===== config.mk =====
export PLATFORM = sky130hd
export DESIGN_NAME = adc_sequencer_control
export DESIGN_NICKNAME = d
export VERILOG_FILES = /design/src/include/adc_seq_pkg.sv /design/src/hdl/adc_sequencer_control.sv
export SDC_FILE = /design/constraint.sdc
export NUM_CORES = 1
export LEC_CHECK = 0
export BUFFER_PORTS_ARGS = -buffer_cell sky130_fd_sc_hd__buf_2
export CAP_MARGIN = 20
export CORE_ASPECT_RATIO = 1.1
export CORE_MARGIN = 2
export CORE_UTILIZATION = 35
export DETAILED_ROUTE_END_ITERATION = 6
export GPL_TIMING_DRIVEN = 0
export SLEW_MARGIN = 20
export SYNTH_ARGS = -nofsm -noshare
export SYNTH_HDL_FRONTEND = slang
export SYNTH_SLANG_ARGS = --single-unit

===== constraint.sdc =====
create_clock -name clock -period 5.4 [get_ports clock]
set_clock_uncertainty 0.15 [all_clocks]
set_input_delay 0 -clock clock [delete_from_list [all_inputs] [get_ports clock]]
set_output_delay 0 -clock clock [all_outputs]
set_load 0.01 [all_outputs]

===== src/include/adc_seq_pkg.sv =====
// Shared constants and types for the converter sequencer control block
package adc_seq_pkg;
    // Register byte addresses
    localparam logic [31:0] CMD_ADDR = 32'h400AC000;
    localparam logic [31:0] CFG_ADDR = 32'h400AC004;
    localparam logic [31:0] CHSET_ADDR = 32'h400AC010;
    localparam logic [31:0] CHCLR_ADDR = 32'h400AC014;
    localparam logic [31:0] CHSTATE_ADDR = 32'h400AC018;
    localparam logic [31:0] FLAGS_ADDR = 32'h400AC01C;
    localparam logic [31:0] LAST_ADDR = 32'h400AC020;
    localparam logic [31:0] RESULT_BASE = 32'h400AC030;
    localparam logic [31:0] RESULT_SPAN = 32'h00000020;
    localparam logic [31:0] RCNT_ADDR = 32'h400AC104;
    localparam logic [31:0] NRCNT_ADDR = 32'h400AC114;
    // Command bits
    localparam int CMD_SOFT_RESET_BIT = 0;
    localparam int CMD_START_BIT = 1;
    // Configuration fields
    localparam int CFG_HW_TRIG_BIT = 0;
    localparam int CFG_SOURCE_LSB = 1;
    localparam int CFG_LOW_RES_BIT = 4;
    localparam int CFG_SLEEP_BIT = 5;
    localparam int CFG_DIVIDER_LSB = 8;
    localparam int CFG_STARTUP_LSB = 16;
    localparam int CFG_HOLD_LSB = 24;
    localparam logic [31:0] CFG_RESET = 32'h00000000;
    localparam logic [31:0] CFG_WRITE_MASK = 32'h0F7F3F3F;
    localparam logic [10:0] STARTUP_UNIT = 11'h008;
    // Trigger source codes
    localparam logic [2:0] TRG_TIMER0 = 3'h0;
    localparam logic [2:0] TRG_TIMER1 = 3'h1;
    localparam logic [2:0] TRG_TIMER2 = 3'h2;
    localparam logic [2:0] TRG_PWM0 = 3'h3;
    localparam logic [2:0] TRG_PWM1 = 3'h4;
    localparam logic [2:0] TRG_EXTERNAL = 3'h6;
    // Status layout and reset state
    localparam logic [15:0] RCNT_RESET = 16'h0000;
    localparam logic END_OF_RECEIVE_RESET = 1'b1;
    localparam logic [1:0] HTRANS_NONSEQ = 2'h2;
    localparam logic [2:0] HSIZE_WORD = 3'h2;
    localparam int RESULT_W = 10;

    typedef struct packed {
        logic [2:0] timer;
        logic [1:0] pwm_event;
        logic external;
    } trig_in_t;

    typedef struct packed {
        logic power;
        logic start;
        logic sample;
        logic [2:0] channel;
    } cell_ctrl_t;
endpackage


===== src/hdl/adc_sequencer_control.sv =====
// Register file and conversion sequencer of the eight-channel converter
// Notes on behaviour
// RULE_01 - Command bit 0 written one resets the whole block like a hardware reset.
// RULE_02 - Command bit 1 written one starts a conversion sequence.
// RULE_03 - With hardware trigger disabled only software can start conversions.
// RULE_04 - With hardware trigger enabled the selected source starts conversions.
// RULE_05 - Source codes: timers 0-2, pwm events 0-1, code 6 external; 5,7 reserved.
// RULE_06 - Conversion clock is master clock over two times prescaler plus one.
// RULE_07 - Start-up wait is (field plus one) times eight conversion clocks.
// RULE_08 - Sample-and-hold lasts field value conversion clocks, field at bit 24.
// RULE_09 - Channel set register ones enable matching channels.
// RULE_10 - Channel clear register ones disable matching channels.
// RULE_11 - Channel state register shows one bit per enabled channel.
// RULE_12 - Software must not toggle a channel while its conversion runs.
// RULE_13 - End-of-conversion flag set only for enabled, finished channels.
// RULE_14 - Per-channel overrun flags in bits 15 to 8 since last status read.
// RULE_15 - Data-ready bit 16 set on new result until last result read.
// RULE_16 - General overrun bit 17 since last status read.
// RULE_17 - End-of-receive bit 18 set when counter hits zero, cleared by counter write.
// RULE_18 - Receive-buffer-full bit 19 is one when both counters are zero.
// RULE_19 - Low resolution gives 8-bit results, upper two bits zero.
// RULE_20 - Sleep mode powers up, waits start-up, converts, powers down, ignores triggers; the code drops triggers only outside idle, as in normal mode.
// RULE_21 - Channel result read clears its flag; last result read clears data-ready too.
// RULE_22 - Status read clears all overrun flags and general overrun.
// RULE_23 - Write-only registers read zero without side effects.
//
// The AHB-Lite register port was chosen for this implementation.
`timescale 1ns/1ns
module adc_sequencer_control #(
    parameter int NUM_CHANNELS = 8
) (
    input wire logic clock,
    input wire logic reset_n,
    input wire logic hsel,
    input wire logic [31:0] haddr,
    input wire logic [1:0] htrans,
    input wire logic hwrite,
    input wire logic [2:0] hsize,
    input wire logic [31:0] hwdata,
    input wire logic hready,
    output logic hreadyout,
    output logic hresp,
    output logic [31:0] hrdata,
    input wire adc_seq_pkg::trig_in_t trig_in,
    output adc_seq_pkg::cell_ctrl_t cell_ctrl,
    input wire logic cell_done,
    input wire logic [9:0] cell_data,
    output logic transfer_request,
    input wire logic transfer_ack
);
    initial begin
        if (NUM_CHANNELS < 1 || NUM_CHANNELS > 8) begin
            $error("NUM_CHANNELS must lie in 1..8");
        end
    end

    localparam logic [7:0] CH_MASK = 8'((9'h001 << NUM_CHANNELS) - 9'h001);

    typedef enum logic [1:0] {S_IDLE, S_STARTUP, S_SAMPLE, S_CONVERT} seq_state_t;

    function automatic logic [3:0] scan_from(input logic [7:0] mask, input logic [3:0] from);
        logic [3:0] hit;
        hit = 4'h0;
        for (int i = 0; i < 8; i++) begin
            if (mask[i] && (4'(i) >= from) && !hit[3]) begin
                hit = {1'b1, 3'(i)};
            end
        end
        return hit;
    endfunction

    function automatic logic trig_pick(input logic [2:0] code, input logic [5:0] lines);
        case (code)
            adc_seq_pkg::TRG_TIMER0: trig_pick = lines[0];
            adc_seq_pkg::TRG_TIMER1: trig_pick = lines[1];
            adc_seq_pkg::TRG_TIMER2: trig_pick = lines[2];
            adc_seq_pkg::TRG_PWM0: trig_pick = lines[3];
            adc_seq_pkg::TRG_PWM1: trig_pick = lines[4];
            adc_seq_pkg::TRG_EXTERNAL: trig_pick = lines[5];
            default: trig_pick = 1'b0;
        endcase
    endfunction

    logic soft_pulse_reg;
    logic rst;
    logic [31:0] cfg_reg;
    logic [7:0] ch_en_reg;
    logic [7:0] eoc_reg;
    logic [7:0] ovr_reg;
    logic data_ready_reg;
    logic general_overrun_reg;
    logic end_of_receive_reg;
    logic receive_buffer_full;
    logic [15:0] rcnt_reg;
    logic [15:0] nrcnt_reg;
    logic [9:0] result_mem [8];
    logic [9:0] last_result_reg;
    logic [2:0] last_ch_reg;
    logic wr_pend_reg;
    logic [31:0] wr_addr_reg;
    logic [31:0] hrdata_reg;
    logic [31:0] rdata_mux;
    logic [5:0] trig_s1_reg;
    logic [5:0] trig_s2_reg;
    logic [5:0] trig_s3_reg;
    seq_state_t state_reg;
    logic [2:0] cur_ch_reg;
    logic [10:0] phase_cnt_reg;
    logic power_reg;
    logic start_pulse_reg;
    logic [6:0] div_cnt_reg;
    logic transfer_request_reg;

    // Configuration fields
    logic hw_trig_en;
    logic [2:0] trig_source;
    logic low_resolution;
    logic sleep_mode;
    logic [5:0] clock_divider;
    logic [6:0] startup;
    logic [3:0] sample_hold;
    assign hw_trig_en = cfg_reg[adc_seq_pkg::CFG_HW_TRIG_BIT];
    assign trig_source = cfg_reg[adc_seq_pkg::CFG_SOURCE_LSB +: 3];
    assign low_resolution = cfg_reg[adc_seq_pkg::CFG_LOW_RES_BIT];
    assign sleep_mode = cfg_reg[adc_seq_pkg::CFG_SLEEP_BIT];
    assign clock_divider = cfg_reg[adc_seq_pkg::CFG_DIVIDER_LSB +: 6];
    assign startup = cfg_reg[adc_seq_pkg::CFG_STARTUP_LSB +: 7];
    assign sample_hold = cfg_reg[adc_seq_pkg::CFG_HOLD_LSB +: 4];

    // Soft reset acts on the cycle after the write, like a reset pulse
    assign rst = !reset_n || soft_pulse_reg; // RULE_01

    // Bus slave: reads sample at the address phase, writes commit in the data phase
    logic addr_take;
    logic rd_take;
    logic wr_take;
    logic wr_commit;
    logic [31:0] res_off;
    logic res_rd_hit;
    logic [2:0] res_idx;
    assign addr_take = hsel && hready && (htrans == adc_seq_pkg::HTRANS_NONSEQ)
        && (hsize == adc_seq_pkg::HSIZE_WORD);
    // Stall a read behind a pending write so it sees the written value
    assign hreadyout = !(wr_pend_reg && hsel && (htrans == adc_seq_pkg::HTRANS_NONSEQ) && !hwrite);
    assign hresp = 1'b0;
    assign rd_take = addr_take && !hwrite;
    assign wr_take = addr_take && hwrite;
    assign wr_commit = wr_pend_reg;
    assign res_off = haddr - adc_seq_pkg::RESULT_BASE;
    assign res_idx = res_off[4:2];
    assign res_rd_hit = (res_off < adc_seq_pkg::RESULT_SPAN) && (res_off[1:0] == 2'h0)
        && CH_MASK[res_idx];

    logic wr_cmd;
    logic sw_start;
    logic rd_flags;
    logic rd_last;
    logic [7:0] rd_res_clr;
    assign wr_cmd = wr_commit && (wr_addr_reg == adc_seq_pkg::CMD_ADDR);
    assign sw_start = wr_cmd && hwdata[adc_seq_pkg::CMD_START_BIT]; // RULE_02
    assign rd_flags = rd_take && (haddr == adc_seq_pkg::FLAGS_ADDR);
    assign rd_last = rd_take && (haddr == adc_seq_pkg::LAST_ADDR);
    assign rd_res_clr = (rd_take && res_rd_hit) ? (8'h01 << res_idx) : 8'h00; // RULE_21
    assign receive_buffer_full = (rcnt_reg == 16'h0000) && (nrcnt_reg == 16'h0000); // RULE_18

    always_comb begin
        rdata_mux = 32'h00000000; // RULE_23
        if (res_rd_hit) begin
            rdata_mux = {22'h000000, result_mem[res_idx]};
        end else begin
            case (haddr)
                adc_seq_pkg::CFG_ADDR: rdata_mux = cfg_reg;
                adc_seq_pkg::CHSTATE_ADDR: rdata_mux = {24'h000000, ch_en_reg}; // RULE_11
                adc_seq_pkg::FLAGS_ADDR: rdata_mux = {12'h000, receive_buffer_full, end_of_receive_reg,
                    general_overrun_reg, data_ready_reg,
                    ovr_reg, eoc_reg};
                adc_seq_pkg::LAST_ADDR: rdata_mux = {22'h000000, last_result_reg};
                adc_seq_pkg::RCNT_ADDR: rdata_mux = {16'h0000, rcnt_reg};
                adc_seq_pkg::NRCNT_ADDR: rdata_mux = {16'h0000, nrcnt_reg};
                default: rdata_mux = 32'h00000000;
            endcase
        end
    end

    always_ff @(posedge clock) begin
        if (!reset_n) begin
            soft_pulse_reg <= 1'b0;
        end else begin
            soft_pulse_reg <= wr_cmd && hwdata[adc_seq_pkg::CMD_SOFT_RESET_BIT]; // RULE_01
        end
    end

    always_ff @(posedge clock) begin
        if (rst) begin
            wr_pend_reg <= 1'b0;
            wr_addr_reg <= 32'h00000000;
            hrdata_reg <= 32'h00000000;
        end else begin
            wr_pend_reg <= wr_take;
            if (wr_take) begin
                wr_addr_reg <= haddr;
            end
            if (rd_take) begin
                hrdata_reg <= rdata_mux;
            end
        end
    end
    assign hrdata = hrdata_reg;

    // Configuration and channel enables
    always_ff @(posedge clock) begin
        if (rst) begin
            cfg_reg <= adc_seq_pkg::CFG_RESET;
            ch_en_reg <= 8'h00;
        end else if (wr_commit) begin
            if (wr_addr_reg == adc_seq_pkg::CFG_ADDR) begin
                cfg_reg <= hwdata & adc_seq_pkg::CFG_WRITE_MASK;
            end
            if (wr_addr_reg == adc_seq_pkg::CHSET_ADDR) begin
                ch_en_reg <= ch_en_reg | (hwdata[7:0] & CH_MASK); // RULE_09
            end
            if (wr_addr_reg == adc_seq_pkg::CHCLR_ADDR) begin
                ch_en_reg <= ch_en_reg & ~hwdata[7:0]; // RULE_10
            end
        end
    end

    // Trigger pins cross into the master clock domain
    always_ff @(posedge clock) begin
        if (rst) begin
            trig_s1_reg <= 6'h00;
            trig_s2_reg <= 6'h00;
            trig_s3_reg <= 6'h00;
        end else begin
            trig_s1_reg <= {trig_in.external, trig_in.pwm_event, trig_in.timer};
            trig_s2_reg <= trig_s1_reg;
            trig_s3_reg <= trig_s2_reg;
        end
    end

    logic hw_start;
    logic start_req;
    assign hw_start = hw_trig_en && trig_pick(trig_source, trig_s2_reg & ~trig_s3_reg); // RULE_03 RULE_04 RULE_05
    assign start_req = sw_start || hw_start;

    // Conversion clock divider, restarted at each sequence for exact counts
    logic [6:0] div_limit;
    logic tick;
    assign div_limit = {clock_divider, 1'b1};
    assign tick = (div_cnt_reg == div_limit); // RULE_06
    always_ff @(posedge clock) begin
        if (rst || state_reg == S_IDLE || tick) begin
            div_cnt_reg <= 7'h00;
        end else begin
            div_cnt_reg <= div_cnt_reg + 7'h01;
        end
    end

    logic [10:0] startup_target;
    logic [3:0] first_hit;
    logic [3:0] next_hit;
    logic conv_done;
    assign startup_target = ({4'h0, startup} + 11'h001) * adc_seq_pkg::STARTUP_UNIT;
    assign first_hit = scan_from(ch_en_reg & CH_MASK, 4'h0);
    assign next_hit = scan_from(ch_en_reg & CH_MASK, {1'b0, cur_ch_reg} + 4'h1);
    assign conv_done = (state_reg == S_CONVERT) && cell_done;

    // Sequencer; start requests outside idle are dropped
    always_ff @(posedge clock) begin
        if (rst) begin
            state_reg <= S_IDLE;
            cur_ch_reg <= 3'h0;
            phase_cnt_reg <= 11'h000;
            power_reg <= 1'b0;
            start_pulse_reg <= 1'b0;
        end else begin
            start_pulse_reg <= 1'b0;
            case (state_reg)
                S_IDLE: begin
                    if (start_req && first_hit[3]) begin
                        cur_ch_reg <= first_hit[2:0];
                        phase_cnt_reg <= 11'h000;
                        power_reg <= 1'b1;
                        state_reg <= power_reg ? S_SAMPLE : S_STARTUP; // RULE_20
                    end
                end
                S_STARTUP: begin
                    if (tick) begin
                        if (phase_cnt_reg + 11'h001 == startup_target) begin // RULE_07
                            phase_cnt_reg <= 11'h000;
                            state_reg <= S_SAMPLE;
                        end else begin
                            phase_cnt_reg <= phase_cnt_reg + 11'h001;
                        end
                    end
                end
                S_SAMPLE: begin
                    if (sample_hold == 4'h0 || (tick && phase_cnt_reg + 11'h001 == {7'h00, sample_hold})) begin // RULE_08
                        phase_cnt_reg <= 11'h000;
                        start_pulse_reg <= 1'b1;
                        state_reg <= S_CONVERT;
                    end else if (tick) begin
                        phase_cnt_reg <= phase_cnt_reg + 11'h001;
                    end
                end
                S_CONVERT: begin
                    if (cell_done) begin
                        if (next_hit[3]) begin
                            cur_ch_reg <= next_hit[2:0];
                            state_reg <= S_SAMPLE;
                        end else begin
                            state_reg <= S_IDLE;
                            if (sleep_mode) begin
                                power_reg <= 1'b0; // RULE_20
                            end
                        end
                    end
                end
                default: state_reg <= S_IDLE;
            endcase
        end
    end

    assign cell_ctrl.power = power_reg;
    assign cell_ctrl.start = start_pulse_reg;
    assign cell_ctrl.sample = (state_reg == S_SAMPLE);
    assign cell_ctrl.channel = cur_ch_reg;

    // Results; a low-resolution result keeps its top two bits clear
    logic [9:0] result_in;
    assign result_in = low_resolution ? {2'h0, cell_data[7:0]} : cell_data; // RULE_19
    always_ff @(posedge clock) begin
        if (rst) begin
            last_result_reg <= 10'h000;
            last_ch_reg <= 3'h0;
            for (int i = 0; i < 8; i++) begin
                result_mem[i] <= 10'h000;
            end
        end else if (conv_done) begin
            last_result_reg <= result_in;
            last_ch_reg <= cur_ch_reg;
            if (ch_en_reg[cur_ch_reg]) begin
                result_mem[cur_ch_reg] <= result_in;
            end
        end
    end

    // Flags: a hardware set in the clearing cycle wins
    logic [7:0] eoc_set;
    logic [7:0] eoc_clr;
    assign eoc_set = (conv_done && ch_en_reg[cur_ch_reg]) ? (8'h01 << cur_ch_reg) : 8'h00; // RULE_13
    assign eoc_clr = rd_res_clr | (rd_last ? (8'h01 << last_ch_reg) : 8'h00); // RULE_21
    always_ff @(posedge clock) begin
        if (rst) begin
            eoc_reg <= 8'h00;
            ovr_reg <= 8'h00;
            data_ready_reg <= 1'b0;
            general_overrun_reg <= 1'b0;
            transfer_request_reg <= 1'b0;
        end else begin
            eoc_reg <= (eoc_reg & ~eoc_clr) | eoc_set;
            ovr_reg <= (rd_flags ? 8'h00 : ovr_reg) | (eoc_set & eoc_reg); // RULE_14 RULE_22
            data_ready_reg <= (data_ready_reg && !rd_last) || conv_done; // RULE_15
            general_overrun_reg <= (general_overrun_reg && !rd_flags) || (conv_done && data_ready_reg); // RULE_16 RULE_22
            transfer_request_reg <= conv_done && !data_ready_reg;
        end
    end
    assign transfer_request = transfer_request_reg;

    // Receive counters of the transfer channel
    logic wr_rcnt;
    logic wr_nrcnt;
    logic rcnt_hits_zero;
    assign wr_rcnt = wr_commit && (wr_addr_reg == adc_seq_pkg::RCNT_ADDR);
    assign wr_nrcnt = wr_commit && (wr_addr_reg == adc_seq_pkg::NRCNT_ADDR);
    assign rcnt_hits_zero = transfer_ack && (rcnt_reg == 16'h0001) && !wr_rcnt;
    always_ff @(posedge clock) begin
        if (rst) begin
            rcnt_reg <= adc_seq_pkg::RCNT_RESET;
            nrcnt_reg <= adc_seq_pkg::RCNT_RESET;
            end_of_receive_reg <= adc_seq_pkg::END_OF_RECEIVE_RESET;
        end else begin
            if (wr_rcnt) begin
                rcnt_reg <= hwdata[15:0];
            end else if (rcnt_hits_zero) begin
                rcnt_reg <= nrcnt_reg;
            end else if (transfer_ack && rcnt_reg != 16'h0000) begin
                rcnt_reg <= rcnt_reg - 16'h0001;
            end
            if (wr_nrcnt) begin
                nrcnt_reg <= hwdata[15:0];
            end else if (rcnt_hits_zero) begin
                nrcnt_reg <= 16'h0000;
            end
            end_of_receive_reg <= (end_of_receive_reg && !(wr_rcnt || wr_nrcnt)) || rcnt_hits_zero; // RULE_17
        end
    end

    // Checks
    a_soft_reset_effect: assert property (@(posedge clock) disable iff (!reset_n) // RULE_01
        soft_pulse_reg |-> ##1 (cfg_reg == 32'h0 && ch_en_reg == 8'h0 && state_reg == S_IDLE))
        else $error("soft reset did not clear block");
    a_start_leaves_idle: assert property (@(posedge clock) disable iff (rst) // RULE_02
        (state_reg == S_IDLE && sw_start && |(ch_en_reg & CH_MASK)) |=> state_reg != S_IDLE)
        else $error("software start ignored");
    a_hw_trigger_gate: assert property (@(posedge clock) disable iff (rst) // RULE_03
        (state_reg == S_IDLE && !sw_start && !hw_trig_en) |=> state_reg == S_IDLE)
        else $error("sequence began without start");
    a_trigger_source: assert property (@(posedge clock) disable iff (rst) // RULE_05
        hw_start |-> (hw_trig_en && trig_source != 3'h5 && trig_source != 3'h7))
        else $error("reserved or idle trigger source fired");
    a_tick_period: assert property (@(posedge clock) disable iff (rst) // RULE_06
        (tick && $stable(clock_divider)) |=> (!tick && div_cnt_reg == 7'h00))
        else $error("conversion clock period wrong");
    a_startup_exit: assert property (@(posedge clock) disable iff (rst) // RULE_07
        (state_reg == S_STARTUP && phase_cnt_reg + 11'h001 < startup_target) |=> state_reg != S_SAMPLE)
        else $error("start-up ended early");
    a_sample_to_conv: assert property (@(posedge clock) disable iff (rst) // RULE_08
        start_pulse_reg |-> (state_reg == S_CONVERT && $past(state_reg) == S_SAMPLE))
        else $error("conversion started outside sample phase");
    a_channel_set: assert property (@(posedge clock) disable iff (rst) // RULE_09
        (wr_commit && wr_addr_reg == adc_seq_pkg::CHSET_ADDR) |=> ((ch_en_reg & $past(hwdata[7:0] & CH_MASK))
        == $past(hwdata[7:0] & CH_MASK)))
        else $error("channel not enabled");
    a_channel_clear: assert property (@(posedge clock) disable iff (rst) // RULE_10
        (wr_commit && wr_addr_reg == adc_seq_pkg::CHCLR_ADDR) |=> ((ch_en_reg & $past(hwdata[7:0])) == 8'h00))
        else $error("channel not disabled");
    a_eoc_after_done: assert property (@(posedge clock) disable iff (rst) // RULE_13
        (conv_done && ch_en_reg[cur_ch_reg]) |=> eoc_reg[$past(cur_ch_reg)])
        else $error("end of conversion not flagged");
    a_buffer_full_zero: assert property (@(posedge clock) disable iff (rst) // RULE_18
        (wr_rcnt && hwdata[15:0] != 16'h0000) |=> !receive_buffer_full)
        else $error("buffer full flag wrong");
    a_status_read_clear: assert property (@(posedge clock) disable iff (rst) // RULE_22
        (rd_flags && !conv_done) |=> (ovr_reg == 8'h00 && !general_overrun_reg))
        else $error("overrun flags survived status read");
    a_low_res_top_zero: assert property (@(posedge clock) disable iff (rst) // RULE_19
        (conv_done && low_resolution) |=> last_result_reg[9:8] == 2'h0)
        else $error("low resolution top bits set");
    a_sleep_power_down: assert property (@(posedge clock) disable iff (rst) // RULE_20
        (conv_done && !next_hit[3] && sleep_mode) |=> (!power_reg && state_reg == S_IDLE))
        else $error("cell left powered in sleep mode");

    c_full_sequence: cover property (@(posedge clock) disable iff (rst)
        state_reg == S_STARTUP ##[1:1000] conv_done);
    c_overrun: cover property (@(posedge clock) disable iff (rst) |ovr_reg);
    c_hw_start: cover property (@(posedge clock) disable iff (rst) hw_start && state_reg == S_IDLE);
    c_end_rx: cover property (@(posedge clock) disable iff (rst) rcnt_hits_zero);
endmodule // adc_sequencer_control


==> results of run 1 <==
## synthesized netlist by cell type, types with 9 or more instances
| library cell | count |
|---|---|
| nand4_1 | 9 |
| nor4_1 | 23 |
| nand3b_1 | 9 |
| dfxtp_1 | 200 |
| nor3b_1 | 11 |
| buf_2 | 14 |
| a32oi_1 | 17 |
| nor2b_1 | 10 |
| a21oi_1 | 136 |
| nand2b_1 | 15 |
| mux2i_1 | 11 |
| nand3_1 | 47 |
| a211oi_1 | 29 |
| nand2_1 | 247 |
| inv_1 | 26 |
| or3_1 | 12 |
| and3_1 | 31 |
| a222oi_1 | 18 |
| xor2_1 | 15 |
| a22oi_1 | 31 |
| a21o_1 | 11 |
| a22o_1 | 13 |
| mux4_2 | 20 |
| ha_1 | 21 |
| nor3_1 | 24 |
| nor2_1 | 126 |
| xnor2_1 | 23 |
| edfxtp_1 | 80 |
| and2_1 | 86 |
| o21ai_0 | 55 |
| or4_1 | 10 |
| o211ai_1 | 10 |
| clkbuf_1 | 82 |
| a31oi_1 | 14 |
## power groups by stage
stage               Sequential, mW  Combinational, mW  Clock [mW]
finish                        2.36              0.993        2.18
global route                  2.37               1.10        2.29
global placement              2.40              0.913           0
floorplan                     2.36              0.659           0
detailed placement            2.40              0.932           0
CTS                           2.36              0.980        2.22
## what timing repair did
| action | CTS | global route |
|---|---|---|
| hold buffers | 82 | 0 |
| setup endpoints to repair | 0 | 0 |
| endpoints found under the hold margin | 202 | 0 |
## critical path, stage by stage, from the launching register on
cell and delay [ns]:
dfxtp_1 0.58, clkbuf_1 0.49, nand3_1 0.15, o311ai_0 0.13, o21ai_0 0.18, a21oi_1 0.45, nand2_1 0.35, nor2_1 0.25
clkbuf_1 0.43, nand3_1 0.23, nand2_1 0.46
## layout make-up
class | instances | area (sq um)
Buffer | 112 | 483
Clock buffer | 45 | 943
Clock inverter | 15 | 108
Fill cell | 3941 | 22800
Inverter | 26 | 97.6
Multi-Input combinational cell | 1205 | 7460
Sequential cell | 280 | 6410
Tap cell | 513 | 642
Timing Repair Buffer | 198 | 1400
## kinds of logic after synthesis
| logic type | count (synthesis) |
|---|---|
| AND/OR/NAND/NOR | 715 |
| AO/OA/AOI/OAI | 390 |
| flip-flops | 280 |
| buffers and inverters | 138 |
| XOR/XNOR | 38 |
| multiplexers | 35 |
| adder cells (fa/ha/maj) | 21 |
| other | 1 |
## layer usage
| metal | up-vias | routed length, microns | GRT usage [%] |
|---|---|---|---|
| met4 | 0 | 2280 | 10.6 |
| met3 | 137 | 3550 | 3.64 |
| met1 | 6457 | 21600 | 30.7 |
| met5 | - | 0 | 0 |
| li1 | 6383 | - | - |
| met2 | 547 | 23300 | 38.3 |
## path summary, 6_finish.rpt
path | startpoint | depth (start not counted) | slack, ns | endpoint
worst min-delay path | trig_in[0] | 3 | 0.05 | trig_s1_reg[5]$_SDFF_PP0_
worst max-delay path | cur_ch_reg[1]$_SDFFE_PP0P_ | 10 | 1.16 | result_mem[6][5]$_SDFFCE_PN0P_
worst min register to register | trig_s1_reg[4]$_SDFF_PP0_ | 1 | 0.28 | trig_s2_reg[4]$_SDFF_PP0_
worst max register to register | cur_ch_reg[1]$_SDFFE_PP0P_ | 10 | 1.16 | result_mem[6][5]$_SDFFCE_PN0P_
==> results.toml, run 1 <==
[run_status]
status = "complete, but fails checks"
violations = "DRC"

[sta]
final.setup.tns_ns = 0
post-route-min-period_ns = 4.24
holdWs_ns = 0.0544
setup_ws_ns = 1.16
rsz0062_at_grt = "false"
setup_viol = 0
max_slew.worst_pin.slew_ns = 1.01
slew_viol_final = 0
final_hold_viol_count = 0
clock.fmax_mhz = 236
slew_headroom_pct = 31.9
fin_crit_sh_pct = 78.5

[worst_setup_path]
crit_path_start_kind = "flop"
cp_data_arrival_time_ns = 4.25
worstSetupPathType = "reg -> reg"
path_max_fanout = 10
cp.required_ns = 5.41
end_kind = "flop"

[drt]
routedWlPerCell_microns = 21.2
drt_wl_total_microns = 50700
dr.pass1.iters = 7
drc_errors = 20
drtAntennaViolNets = 0
drt_iter0_drc = 1433
post_drt_via_cell_ratio = 5.65
vias = 13500

[global_route]
grt_pass1_wl_microns = 77200
grt_pass1_vias = 13100
grt_usage_pct = 23.5
antenna_found_initial = 0
grt_start_max_net_pins = 14
grt_overflow = 0

[logic_synthesis]
syn_avg_cell_area_sq_um = 8.91
ys.warnings.count = 0
synth-xor-area-share_pct = 2.31
synth_compound_area_share_pct = 17.8
synth-simple-area-share_pct = 25.3
netlist_area_sq_um = 14400
synth_edf_count = 80
synth_top_area_share_pct = 27.8
ys_seq_elements = 280
synth_mux_area_share_pct = 4.28
synth_top_family_by_area = "simple AND/OR/NAND/NOR gates"
synth.largest_area_cell = "dfxtp_1"
synth_cell_types = 81
synthCells = 1618
ys.flop_type = "dfxtp_1"
yosys-top-cells-area = "dfxtp_1 (28%), edfxtp_1 (17%), nand2_1 (6.4%)"
synth-async-reset-ratio_pct = 0
synth_seq_area_share_pct = 44.5
synthAdderAreaFrac_pct = 1.82

[power_and_ir_drop]
powerDensity_nw_per_um2 = 315
switching_share_pct = 29.8
seqPwrFrac_pct = 42.6
power.total_mw = 5.53
vdd_drop_max_uv = 269
clock_power_share_pct = 39.4
power.switching_mw = 1.65
power.leakage_nw = 6.50
power_frac_comb_pct = 17.9
p_int_mw = 3.88

[placement]
place_ws_ns = 1.36
io_buffers = 116
dp.cells = 2252
place_hpwl_microns = 36600
gp_congestion = 0.960
place_area_sq_um = 15700

[cts]
clkSinkCount = 280
numCtsBuffers = 34
ctsResizeCount = 0
clock_path_buffers = 3
cts_setup_buffers = 0
clk_pin_slew_ns = 0.06
clk_latency_ns = 0.54
tritoncts = "built"
h-tree-depth = 2
root_buffer = "clkbuf_16"

[cells_and_area]
fin_nets = 1970
instances_no_fill = 2394
fin_area_sq_um = 17500
n_antenna_cell = 0
final_common_cell = "nand2_1"
layout_common_cells = "nand2_1 (247), dfxtp_1 (200), a21oi_1 (136)"
drive_above_1_share_pct = 13.1
largest_reg_flops = 80
area_growth_pct = 21.7
final_core_util_pct = 43.5

[floorplan]
die_w_microns = 197
dieArea_sq_um = 42800
num_rows = 77
initial_utilization_pct = 35.7
coreArea_sq_um = 40400
die_height_microns = 217
io_pins = 133

[worst_hold_path]
worstHoldPathType = "in -> reg"

[job]
cap_violations = 0
Note: power is estimated with default switching activity, not from simulation.
==> inputs of run 2 (changes only) <==
- clock period: 5.4 -> 3.6 ns (I/O delays scaled with it)
==> run 2 against run 1 <==
Effect of this change:
- the run still ends with DRC left
- clock-buffer cell count unchanged
- worst hold slack got worse by 0.0015 ns
- non-clock buffer count unchanged
- sequential cell count unchanged
==> results.toml, run 2 (synthesized netlist as in run 1, its figures left out) <==
[run_status]
status = "complete, but fails checks"
violations = "DRC"

[power_and_ir_drop]
power.leakage_nw = 6.53
vdd_drop_max_uv = 403
powerDensity_nw_per_um2 = 473

[placement]
gp_congestion = 0.960
io_buffers = 116
place_hpwl_microns = 36600
place_ws_ns = -0.440

[worst_setup_path]
max_stage_delay_ns = 0.62
ff2ff_path_depth = 11
worstSetupPathType = "in -> reg"
r2r_end = "nrcnt_reg[11]$_SDFFE_PP0P_"
cp.required_ns = 3.92
crit_chain = "dlygate4sd3_1 > buf_2 > or4_1 > or4_1 > nor3_2 > nand2_1 > nor2_2 > buf_2 > a222oi_1 > nand2_1 > o21ai_0 > a21oi_1"
slowest_stage = "or4_1"
path_max_fanout = 10
rrSetupSlack_ns = 0.22
cp_top_family = "simple AND/OR/NAND/NOR gates"
r2r-start = "rcnt_reg[8]$_SDFFE_PP0P_"
crit_path_start_kind = "input pin"
end_kind = "flop"
path_buf_inv = 3
cp_data_arrival_time_ns = 3.82

[cts]
clk_latency_ns = 0.55
root_buffer = "clkbuf_16"
clk_pin_slew_ns = 0.06
tritoncts = "built"
clock_path_buffers = 3
clkSinkCount = 280
numCtsBuffers = 34
h-tree-depth = 2

[job]
cap_violations = 0

[worst_hold_path]
worstHoldPathType = "in -> reg"
min_from = "trig_in[0]"
hold-path-endpoint = "trig_s1_reg[5]$_SDFF_PP0_"
whs_path_depth = 3

[sta]
rsz0062_at_grt = "false"
max_slew.worst_pin.slew_ns = 1.01
setup_viol = 0
clock.fmax_mhz = 286
slew_viol_final = 0
holdWs_ns = 0.0529
fin_crit_sh_pct = 97.2
final.setup.tns_ns = 0
final_hold_viol_count = 0
post-route-min-period_ns = 3.50
setup_ws_ns = 0.100
slew_headroom_pct = 32.2

[cells_and_area]
n_fill_cell = 3927
drive_above_1_share_pct = 13.9
layout_common_cells = "nand2_1 (243), dfxtp_1 (199), a21oi_1 (135)"
n_antenna_cell = 0
area_growth_pct = 22.3
final_common_cell = "nand2_1"
largest_reg_flops = 80
fin_nets = 1970

[floorplan]
io_pins = 133
die_w_microns = 197
initial_utilization_pct = 35.7
num_rows = 77
dieArea_sq_um = 42800
coreArea_sq_um = 40400
die_height_microns = 217

[global_route]
grt_pass1_vias = 13100
grt_start_max_net_pins = 14
grtUsageMet1_pct = 30.7
grt-busiest-layer = "met2"
use_met3_pct = 3.72
grt_usage_pct = 23.5
grt_pass1_wl_microns = 77200
antenna_found_initial = 0
grt_use_met2_pct = 38.1
grt_overflow = 0

[drt]
routedWlPerCell_microns = 21.2
drtAntennaViolNets = 0
drt_wl_total_microns = 50700
drt_iter0_drc = 1456
drc_errors = 9
vias = 13500
dr.pass1.iters = 7
post_drt_via_cell_ratio = 5.66
run 2: power breakdown:
part | switching, mW | internal (mW) | total [mW]
Sequential | 0.158 | 3.38 | 3.54
Combinational | 0.916 | 0.607 | 1.52
Clock | 1.41 | 1.86 | 3.27
Total | 2.48 | 5.85 | 8.34
run 2: area by class of cell:
type / instances / area [sq um] / share of cell area (%)
Buffer: 111 / 483 / 2.74
Clock buffer: 45 / 943 / 5.35
Clock inverter: 15 / 108 / 0.610
Inverter: 26 / 97.6 / 0.554
Multi-Input combinational cell: 1205 / 7520 / 42.7
Sequential cell: 280 / 6410 / 36.4
Tap cell: 513 / 642 / 3.64
Timing Repair Buffer: 199 / 1420 / 8.06
run 2: repair_timing:
item / in CTS / in global routing
setup endpoints to repair: 39 / 70
pin swaps: 0 / 1
buffers inserted: 0 / 1
hold buffers: 82 / 0
hold endpoints to repair: 203 / 0
resized for setup: 7 / 11
cloned: 0 / 0
run 2: worst max path at each step:
| stage | slack [ns] | startpoint | end | cells past startpoint |
|---|---|---|---|---|
| after floorplan | 0.70 | cur_ch_reg[1]$_SDFFE_PP0P_ | result_mem[6][0]$_SDFFCE_PN0P_ | 10 |
| after global routing | 0.002 | rcnt_reg[8]$_SDFFE_PP0P_ | nrcnt_reg[9]$_SDFFE_PP0P_ | 11 |
| after global placement | -0.41 | haddr[4] | hrdata[21]$_SDFFE_PP0P_ | 15 |
| after CTS | 0.14 | haddr[4] | hrdata[24]$_SDFFE_PP0P_ | 15 |
| after detailed placement | -0.44 | cur_ch_reg[1]$_SDFFE_PP0P_ | result_mem[6][3]$_SDFFCE_PN0P_ | 10 |
| final | 0.10 | haddr[10] | hrdata[3]$_SDFFE_PP0P_ | 12 |
run 2: per-layer routing:
metal  up-vias  wire length [microns]
li1       6374                      -
met1      6460                  21400
met2       557                  23200
met3       149                   3600
met4         0                   2450
met5         -                      0
run 2: worst reg2reg max path, delay by kind of cell, from the launching register on:
family | cells | cell delay, ns
AO/OA/AOI/OAI | 2 | 0.45
buffers and inverters | 4 | 0.93
flip-flops | 1 | 0.29
AND/OR/NAND/NOR | 5 | 1.40
run 2: metrics by stage:
stage | total power, mW | cell area (sq um) | std cells | util, %
2_1_floorplan | 4.53 | 14400 | 1623 | -
3_3_place_gp | 4.97 | 15700 | 2252 | 38.8
3_5_place_dp | 5.00 | 15700 | 2252 | 38.8
4_1_cts | 8.34 | 17600 | 2394 | 43.5
5_1_grt | 8.68 | 17600 | 2394 | 43.7
6_report | 8.34 | 17600 | 2394 | 43.7
==> inputs of run 3 (changes only) <==
- MAX_ROUTING_LAYER: default -> met4
==> run 3 against run 2 <==
Effect of this change:
- the run still ends with DRC left
- highest routed layer unchanged
- die area is the same
- sequential share of layout area fell by 0.066 points
- clock power increased by 2%
- global-route usage up 0.75 points
- combinational power barely moved
- core utilization rose by 0.071 points
- clock-buffer cell count is 1 higher
==> results.toml, run 3 (synthesized netlist as in run 1, its figures left out) <==
[worst_setup_path]
r2r_end = "rcnt_reg[11]$_SDFFE_PP0P_"
path_max_fanout = 10
end_kind = "flop"
rrSetupSlack_ns = 0.18
worstSetupPathType = "in -> reg"
crit_path_start_kind = "input pin"
ff2ff_path_depth = 8
cp_data_arrival_time_ns = 3.75
cp.required_ns = 3.92
r2r-start = "wr_addr_reg[13]$_SDFFE_PP0P_"

[cts]
clk_latency_ns = 0.55
clock_path_buffers = 3
clk_pin_slew_ns = 0.06
tritoncts = "built"
numCtsBuffers = 34
root_buffer = "clkbuf_16"
clkSinkCount = 280
h-tree-depth = 2

[worst_hold_path]
min_from = "trig_in[0]"
worstHoldPathType = "in -> reg"
whs_path_depth = 3
hold-path-endpoint = "trig_s1_reg[5]$_SDFF_PP0_"

[power_and_ir_drop]
switching_share_pct = 29.3
power_frac_comb_pct = 18.1
vdd_drop_max_uv = 404
p_int_mw = 5.92
power.total_mw = 8.37
seqPwrFrac_pct = 42.3
clock_power_share_pct = 39.6
power.leakage_nw = 6.56
powerDensity_nw_per_um2 = 474
power.switching_mw = 2.45

[drt]
post_drt_via_cell_ratio = 5.70
drt_iter0_drc = 1463
drtAntennaViolNets = 0
routedWlPerCell_microns = 21.3
dr.pass1.iters = 7
vias = 13700
drc_errors = 1
drt_wl_total_microns = 51100

[run_status]
status = "complete, but fails checks"
violations = "DRC"

[floorplan]
coreArea_sq_um = 40400
die_height_microns = 217
dieArea_sq_um = 42800
io_pins = 133
initial_utilization_pct = 35.7
die_w_microns = 197
num_rows = 77

[global_route]
grt_pass1_wl_microns = 77000
grt_pass1_vias = 12800
antenna_found_initial = 1
grt_start_max_net_pins = 13
grt_usage_pct = 24.2
grt_overflow = 0

[cells_and_area]
layout_common_cells = "nand2_1 (243), dfxtp_1 (200), a21oi_1 (135)"
instances_no_fill = 2396
largest_reg_flops = 80
final_common_cell = "nand2_1"
n_fill_cell = 3948
area_growth_pct = 22.5
fin_nets = 1972
drive_above_1_share_pct = 13.9
fin_area_sq_um = 17700

[placement]
place_hpwl_microns = 37300
gp_congestion = 0.962
dp.cells = 2252
io_buffers = 116
place_area_sq_um = 15700

[sta]
holdWs_ns = 0.0361
fin_crit_sh_pct = 95.3
slew_viol_final = 0
max_slew.worst_pin.slew_ns = 1.06
setup_viol = 0
rsz0062_at_grt = "false"
final_hold_viol_count = 0
slew_headroom_pct = 28.5
clock.fmax_mhz = 291
post-route-min-period_ns = 3.43

[job]
cap_violations = 0
-- run 3: how the worst max path moves through the flow --
stage,from,end,depth (start not counted)
2_1_floorplan,cur_ch_reg[1]$_SDFFE_PP0P_,result_mem[6][0]$_SDFFCE_PN0P_,10
3_3_place_gp,haddr[4],hrdata[21]$_SDFFE_PP0P_,15
3_5_place_dp,haddr[4],hrdata[22]$_SDFFE_PP0P_,15
4_1_cts,haddr[6],hrdata[7]$_SDFFE_PP0P_,12
5_1_grt,wr_addr_reg[13]$_SDFFE_PP0P_,rcnt_reg[11]$_SDFFE_PP0P_,8
6_report,haddr[12],hrdata[3]$_SDFFE_PP0P_,11
-- run 3: what timing repair did --
action,4_1_cts,5_1_grt
hold buffers,84,0
resized for setup,6,13
pin swaps,0,2
setup endpoints to repair,40,102
setup buffers,0,2
endpoints found under the hold margin,200,0
-- run 3: metrics by stage --
stage	setup TNS (ns)	worst slack [ns]	utilization, %
6_report	0	0.169	43.7
5_1_grt	0	0.00342	43.7
4_1_cts	0	0.114	43.6
3_5_place_dp	-15.80	-0.407	38.8
3_3_place_gp	-18.25	-0.417	38.8
2_1_floorplan	0	0.696	-
-- run 3: critical path, cell delays in order --
cell	delay (ns)
dlygate4sd3_1	0.55
buf_2	0.19
or4_1	0.53
or4_1	0.62
nor3b_1	0.32
and3_1	0.43
buf_2	0.34
a222oi_1	0.19
nand2_1	0.13
o21ai_0	0.23
a21oi_1	0.21
-- run 3: final cells by class --
class                   count  area [sq um]  area share, %
well taps                 513           642           3.64
clock inverters            13           111          0.631
repair buffers            202          1440           8.14
inverters                  26          97.6          0.553
clock buffers              46           956           5.41
diodes                      1          2.50         0.0142
plain buffers             110           480           2.72
multi-input cells        1205          7520           42.6
flip-flops and latches    280          6410           36.3
-- run 3: routing by layer --
layer | part of all wire, % | track usage [%] | up-vias | wire, microns
met3 | 7.7 | 4.34 | 129 | 3950
met5 | 0 | - | - | 0
met1 | 42 | 30.7 | 6530 | 21500
li1 | - | - | 6374 | -
met2 | 46 | 38.5 | 622 | 23700
met4 | 3.9 | 9.52 | 0 | 1980
-- run 3: power by group through the flow --
stage,sequential (mW),combinational [mW],clock (mW)
final,3.54,1.51,3.32
after global routing,3.55,1.67,3.50
after CTS,3.54,1.47,3.38
after detailed placement,3.61,1.40,0
after global placement,3.60,1.39,0
after floorplan,3.54,0.989,0
